`src/design/ifeb_pkg.sv`:
```
// Purpose: shared constants and types of the interrupt flag/enable bank
// Assumes: byte-wide registers on a plain strobe port, one clock domain
// Notes: flags sit in the high nibble, enables in the low nibble
package ifeb_pkg;

	// ----------------------------------------------------------------
	// register offsets on the strobe port
	// ----------------------------------------------------------------
	localparam int IFEB_ADDR_W = 3;
	localparam logic [2:0] IFEB_OFS_CTRL_B = 3'h0; // interrupt_ctrl_b
	localparam logic [2:0] IFEB_OFS_CTRL_C = 3'h1; // interrupt_ctrl_c
	localparam logic [2:0] IFEB_OFS_GRP_A = 3'h2; // multifunction_group_a
	localparam logic [2:0] IFEB_OFS_GRP_B = 3'h3; // multifunction_group_b
	localparam logic [2:0] IFEB_OFS_STATUS = 3'h4; // sticky events, w1c
	localparam logic [2:0] IFEB_OFS_MASK = 3'h5; // interrupt mask

	// ----------------------------------------------------------------
	// field positions and reset values
	// ----------------------------------------------------------------
	localparam int IFEB_FLAG_LSB = 4; // flags in bits 7..4
	localparam int IFEB_EN_LSB = 0; // enables in bits 3..0
	localparam logic [7:0] IFEB_RST_BYTE = 8'h00;

	// ----------------------------------------------------------------
	// types
	// ----------------------------------------------------------------
	// one-cycle condition pulses from the peripherals
	typedef struct packed {
		logic timebase1;
		logic timebase0;
		logic converter_done;
		logic serial_async;
		logic serial_module;
		logic comparator1;
		logic ext_pin1;
		logic compact_timer_a;
		logic compact_timer_p;
		logic standard_timer_a;
		logic standard_timer_p;
		logic nvdata;
		logic low_voltage;
		logic periodic_timer_a;
		logic periodic_timer_p;
	} ifeb_event_type;

	// whole state of the bank
	typedef struct packed {
		logic [7:0] ctrl_b;
		logic [7:0] ctrl_c;
		logic [7:0] grp_a;
		logic [7:0] grp_b;
		logic [7:0] status;
		logic [7:0] mask;
		logic [7:0] rdata;
		logic [7:0] vec_req;
		logic group0_set;
		logic irq;
	} ifeb_state_type;

endpackage

```
`src/design/ifeb_bank.sv`:
```
// Purpose: request flag and enable bank for eight primary vectors and
//	two multi-function groups
// Assumes: event pulses and service acks come from core_clk logic
// Notes: service_ack and status share one layout: bits 7..4 are the
//	flags of ctrl_b, bits 3..0 those of ctrl_c
`timescale 1ns/10ps

module ifeb_bank
	import ifeb_pkg::*;
(
	input wire logic core_clk,
	input wire logic rstn,
	input wire logic [IFEB_ADDR_W-1:0] reg_addr,
	input wire logic [7:0] reg_wdata,
	input wire logic reg_wr,
	input wire logic reg_rd,
	output logic [7:0] reg_rdata,
	input wire ifeb_event_type events,
	input wire logic global_allow,
	input wire logic [7:0] service_ack,
	output logic [7:0] vector_req,
	output logic group0_set,
	output logic irq
);

	// ----------------------------------------------------------------
	// helpers
	// ----------------------------------------------------------------
	// software write replaces the byte, service clears, hardware set
	// wins over both so an event in the clearing cycle is kept
	function automatic logic [7:0] upd(input logic [7:0] cur,
		input logic we, input logic [7:0] wd, input logic [7:0] set,
		input logic [7:0] clr);
		logic [7:0] base;
		base = we ? wd : (cur & ~clr);
		return base | set;
	endfunction

	// flags of a byte masked by their own enables
	function automatic logic [3:0] armed(input logic [7:0] r);
		return r[IFEB_FLAG_LSB+:4] & r[IFEB_EN_LSB+:4];
	endfunction

	ifeb_state_type s_q, s_d;
	logic [7:0] set_b, set_c, set_ga, set_gb, clr_b, clr_c, ev_stat;
	logic grp1_raise, grp0_raise;

	// ----------------------------------------------------------------
	// set and clear terms
	// ----------------------------------------------------------------
	// a group is raised by a member event whose enable is set
	assign grp1_raise = |({events.nvdata, events.low_voltage,
		events.periodic_timer_a, events.periodic_timer_p} &
		s_q.grp_b[IFEB_EN_LSB+:4]);
	assign grp0_raise = |({events.compact_timer_a, events.compact_timer_p,
		events.standard_timer_a, events.standard_timer_p} &
		s_q.grp_a[IFEB_EN_LSB+:4]);
	// flag bits of each byte, in bit order 7..4
	assign set_b = {events.timebase1, events.timebase0,
		events.converter_done, grp1_raise, 4'h0};
	assign set_c = {events.serial_async, events.serial_module,
		events.comparator1, events.ext_pin1, 4'h0};
	assign set_ga = {events.compact_timer_a, events.compact_timer_p,
		events.standard_timer_a, events.standard_timer_p,
		4'h0};
	assign set_gb = {events.nvdata, events.low_voltage,
		events.periodic_timer_a, events.periodic_timer_p,
		4'h0};
	// servicing clears only the vector flag; group members stay set
	assign clr_b = {service_ack[7:4], 4'h0};
	assign clr_c = {service_ack[3:0], 4'h0};
	assign ev_stat = {set_b[7:4], set_c[7:4]};

	// ----------------------------------------------------------------
	// next state
	// ----------------------------------------------------------------
	always_comb begin
		logic wr_b, wr_c, wr_ga, wr_gb, wr_st, wr_mk;
		wr_b = 1'b0;
		wr_c = 1'b0;
		wr_ga = 1'b0;
		wr_gb = 1'b0;
		wr_st = 1'b0;
		wr_mk = 1'b0;
		s_d = s_q;
		if (reg_wr) begin
			wr_b = (reg_addr == IFEB_OFS_CTRL_B);
			wr_c = (reg_addr == IFEB_OFS_CTRL_C);
			wr_ga = (reg_addr == IFEB_OFS_GRP_A);
			wr_gb = (reg_addr == IFEB_OFS_GRP_B);
			wr_st = (reg_addr == IFEB_OFS_STATUS);
			wr_mk = (reg_addr == IFEB_OFS_MASK);
		end
		// condition pulses set flags regardless of enable
		s_d.ctrl_b = upd(s_q.ctrl_b, wr_b, reg_wdata, set_b, clr_b);
		s_d.ctrl_c = upd(s_q.ctrl_c, wr_c, reg_wdata, set_c, clr_c);
		s_d.grp_a = upd(s_q.grp_a, wr_ga, reg_wdata, set_ga, 8'h00);
		s_d.grp_b = upd(s_q.grp_b, wr_gb, reg_wdata, set_gb, 8'h00);
		// sticky status: write one clears, a new event wins
		s_d.status = (s_q.status & ~(wr_st ? reg_wdata : 8'h00)) | ev_stat;
		if (wr_mk) begin
			s_d.mask = reg_wdata;
		end
		s_d.irq = |(s_d.status & s_d.mask);
		// a vector is requested only with enable and global allow
		s_d.vec_req = {armed(s_q.ctrl_b), armed(s_q.ctrl_c)} &
			{8{global_allow}};
		// group0 itself lives outside; hand it the raise pulse
		s_d.group0_set = grp0_raise;
		// read data stand for one cycle only, unmapped reads zero
		s_d.rdata = 8'h00;
		if (reg_rd) begin
			case (reg_addr)
				IFEB_OFS_CTRL_B: s_d.rdata = s_q.ctrl_b;
				IFEB_OFS_CTRL_C: s_d.rdata = s_q.ctrl_c;
				IFEB_OFS_GRP_A: s_d.rdata = s_q.grp_a;
				IFEB_OFS_GRP_B: s_d.rdata = s_q.grp_b;
				IFEB_OFS_STATUS: s_d.rdata = s_q.status;
				IFEB_OFS_MASK: s_d.rdata = s_q.mask;
				default: s_d.rdata = 8'h00;
			endcase
		end
	end

	// ----------------------------------------------------------------
	// state register
	// ----------------------------------------------------------------
	always_ff @(posedge core_clk) begin
		if (!rstn) begin
			s_q <= '{ctrl_b: IFEB_RST_BYTE, ctrl_c: IFEB_RST_BYTE,
				grp_a: IFEB_RST_BYTE, grp_b: IFEB_RST_BYTE,
				status: IFEB_RST_BYTE, mask: IFEB_RST_BYTE,
				rdata: 8'h00, vec_req: 8'h00, group0_set: 1'b0,
				irq: 1'b0};
		end else begin
			s_q <= s_d;
		end
	end

	assign reg_rdata = s_q.rdata;
	assign vector_req = s_q.vec_req;
	assign group0_set = s_q.group0_set;
	assign irq = s_q.irq;
endmodule

```
`config.mk`:
```
export PLATFORM = sky130hd
export DESIGN_NAME = ifeb_bank
export DESIGN_NICKNAME = d
export VERILOG_FILES = /design/src/design/ifeb_pkg.sv /design/src/design/ifeb_bank.sv
export SDC_FILE = /design/constraint.sdc
export NUM_CORES = 1
export LEC_CHECK = 0
export BUFFER_PORTS_ARGS = -buffer_cell sky130_fd_sc_hd__buf_2
export CAP_MARGIN = 20
export CORE_ASPECT_RATIO = 1.75
export CORE_MARGIN = 2
export CORE_UTILIZATION = 50
export CTS_CLUSTER_DIAMETER = 60
export DETAILED_ROUTE_END_ITERATION = 10
export GPL_ROUTABILITY_DRIVEN = 0
export PLACE_DENSITY = 0.76
export SYNTH_ARGS = -nofsm -noshare
export SYNTH_HDL_FRONTEND = slang
export SYNTH_SLANG_ARGS = --single-unit
```
`constraint.sdc`:
```
create_clock -name core_clk -period 1.4 [get_ports core_clk]
set_input_delay 0.21 -clock core_clk [delete_from_list [all_inputs] [get_ports core_clk]]
set_output_delay 0.21 -clock core_clk [all_outputs]
set_load 0.01 [all_outputs]
```
==> flow_summary_export.csv <==
group,metric,value,unit
min_path,hold_path_class,"primary input to register",
global_route,grt_usage,0.253,
floorplan,initial_core_util,0.517,
global_route,grt_pass1_vias,2481,
cts,post-cts-setup-buffers,0,
setup_path,cpPeakStageDelay,320,ps
setup_path,reg2reg_to,"irq",
cts,cts_made_buffers,9,
setup_path,cp_slowest_cell,"dfxtp_1",
logic_synthesis,async_flop_share,0,
sta,final-hold-violation-count,0,
logic_synthesis,yosys_warnings,0,
power,p_per_area,1080,nW/um^2
detailed_routing,num_vias,2527,
power,combPwrFrac,0.123,
logic_synthesis,yosys.cell_types.count,37,
floorplan,core,5830,um^2
detailed_routing,ant_nets,0,
global_route,overflow,0,
cts,clk_path_buf_depth,2,
logic_synthesis,syn_nets,348,
sta,drv_slew,0,
sta,rsz0062_at_grt,"false",
setup_path,worst-setup-path-type,"register to register",
setup_path,r2r_slack,110,ps
floorplan,dieArea,6700,um^2
logic_synthesis,syn_inst,309,
sta,clock.fmax,0.778,GHz
power,peakVddDrop,611,uV
setup_path,rr_worst_depth,5,
setup_path,critPathArrivalTime,1530,ps
status,status,"finished clean",
detailed_routing,dr.pass1.iters,4,
logic_synthesis,ys_top_cells_by_count,"66 x dfxtp_1, 36 x nor2b_1, 29 x mux2i_1, 18 x buf_4, 16 x nand2_1",
detailed_routing,drt-total-wl,7920,um
finish,drive_above_1_share,0.351,
setup_path,cp_top_family,"compound AO/OA/AOI/OAI gates",
power,power.share.clock,0.377,
finish,area_delta_synth_final,22.4,%
cts,clockRootBuffer,"clkbuf_8",
setup_path,worstPathCellList,"a22oi_2 -> nand2_2 -> a21oi_2 -> o22ai_1 -> o41a_1",
power,finalPower,4.00,mW
power,swShare,0.255,
setup_path,startpoint,"s_q[37]",
logic_synthesis,synth_most_common_cell,"dfxtp_1",
detailed_routing,viasPerCell,5.43,
power,p_leak,1.62,nW
sta,worstMarginPinSlew,511,ps
floorplan,io_pins,57,
detailed_routing,wl_per_cell,17.0,um
global_route,grt_max_degree,26,
setup_path,crit_end,"irq",
global_route,grt_pass1_wl,12500,um
sta,clock_skew,10.0,ps
cts,cts_tree,"done",
sta,setup_violations,0,
logic_synthesis,synth_ff_type,"dfxtp_1",
finish,diodes,0,
logic_synthesis,synth_area,3020,um^2
setup_path,required,1640,ps
setup_path,critPathBufInv,0,
floorplan,floorplan.die.height,107,um
sta,finalCriticalPeriod,1290,ps
sta,finalCritPeriodShare,0.918,
finish,final_nets,421,
detailed_routing,drc,0,
finish,final_core_util,0.633,
global_route,antenna_found_initial,0,
logic_synthesis,postSynthAreaPerCell,9.76,um^2
logic_synthesis,synth_top_area_share,0.438,
power,seqPwrFrac,0.500,
placed_design,port_buffers,56,
cts,clkTransAtPathRegs,70,ps
setup_path,crit_cells,5,
cts,cts_max_level,3,
setup_path,cp-start-kind,"register",
sta,maxSlewHeadroom,0.659,
logic_synthesis,synth_edf_count,0,
logic_synthesis,synth_seq_cells,66,
detailed_routing,drt_iter0_markers,98,
floorplan,chipWidth,62.7,um
power,p_sw,1.02,mW
setup_path,endpoint_kind,"register",
floorplan,core.rowCount,37,
setup_path,r2r-start,"s_q[37]",
logic_synthesis,ys_top_cells_by_area,"dfxtp_1 44%, mux2i_1 9.6%, nor2b_1 7.5%",
logic_synthesis,seq_area_frac_synth,0.438,
flow_run,max_cap_violations,0,
cts,clock-sinks,66,
setup_path,crit_fanout,2,
cts,clk_latency,360,ps
power,p_int,2.98,mW
logic_synthesis,synth_top_area_cell,"dfxtp_1",
placed_design,dp_hpwl,6000,um
-- cell families (layout without fill, tap and decap cells) --
family | after synthesis | after routing | synth area share
compound gates | 62 | 62 | 0.144
flops | 66 | 66 | 0.438
simple gates | 103 | 103 | 0.198
buf+inv | 35 | 113 | 0.0713
mux | 43 | 43 | 0.148
-- routing by layer --
metal,part of all wire,vias up,global-route usage
met5,0,-,0
met4,0.062,0,0.179
met3,0.045,32,0.0651
met2,0.50,92,0.436
met1,0.40,1183,0.264
li1,-,1220,-
-- state kept, by name (all words and copies together) (netlist names) --
register / flops
reg_rdata: 8
vector_req: 8
group0_set: 1
irq: 1
s_q: 48
-- per-stage QoR --
step           std cells  TNS (ps)  area [um^2]  hold slack [ps]  worst slack (ps)
6_report             465         0         3690             87.4               115
4_1_cts              465         0         3680             71.5              33.2
3_3_place_gp         449     -2380         3490              432              -202
3_5_place_dp         449     -2910         3490              442              -229
5_1_grt              465         0         3690             72.0              38.8
2_1_floorplan        309     -59.3         3030              334             -56.0
-- power by group through the flow --
stage / sequential [mW] / combinational [mW] / clock, mW
after floorplan: 2.02 / 0.276 / 0
after global placement: 2.03 / 0.474 / 0
after detailed placement: 2.04 / 0.482 / 0
after CTS: 1.99 / 0.486 / 1.53
after global routing: 2.00 / 0.532 / 1.63
final: 2.00 / 0.491 / 1.51
-- how the worst min path moves through the flow --
stage / startpoint / end / slack [ps] / depth (start not counted)
floorplan: events[0] / s_q[38] / 330 / 1
global placement: events[7] / s_q[49] / 430 / 2
detailed placement: events[2] / s_q[40] / 440 / 2
CTS: events[2] / s_q[40] / 70 / 2
global route: events[7] / s_q[49] / 70 / 2
finish: events[5] / s_q[47] / 90 / 2
-- layout make-up --
type                       count  area (um^2)
clock buffer                  12          165
clock inverter                 4         25.0
fill                         520         2140
inverter                       1         3.75
multi-input combinational    208         1500
sequential                    66         1320
tap                           78         97.6
timing repair buffer          96          581
-- placed cells by master (no fill, tap or decap), types with 2 or more instances in the layout --
cell type,n
a211oi_1,8
a21boi_0,4
a21oi_1,10
a21oi_2,4
a22oi_1,6
a22oi_2,2
a31oi_1,4
and2b_1,5
and3_1,9
buf_2,56
buf_4,40
clkbuf_8,12
clkinv_2,2
clkinvlp_4,2
dfxtp_1,66
mux2_2,14
mux2i_1,29
nand2_1,15
nand2_2,2
nand2b_1,3
nand3_1,3
nand3b_1,3
nor2_1,14
nor2b_1,35
nor3b_1,8
o21a_1,8
o21ai_0,3
o221ai_1,2
o22a_1,4
o22ai_1,5
-- repair_timing --
action                                  in CTS  in global routing
hold buffers                                 0                  0
endpoints found under the setup margin       1                  1
gates resized for setup                      1                  3
No activity file was read; power rests on OpenSTA's default activity.
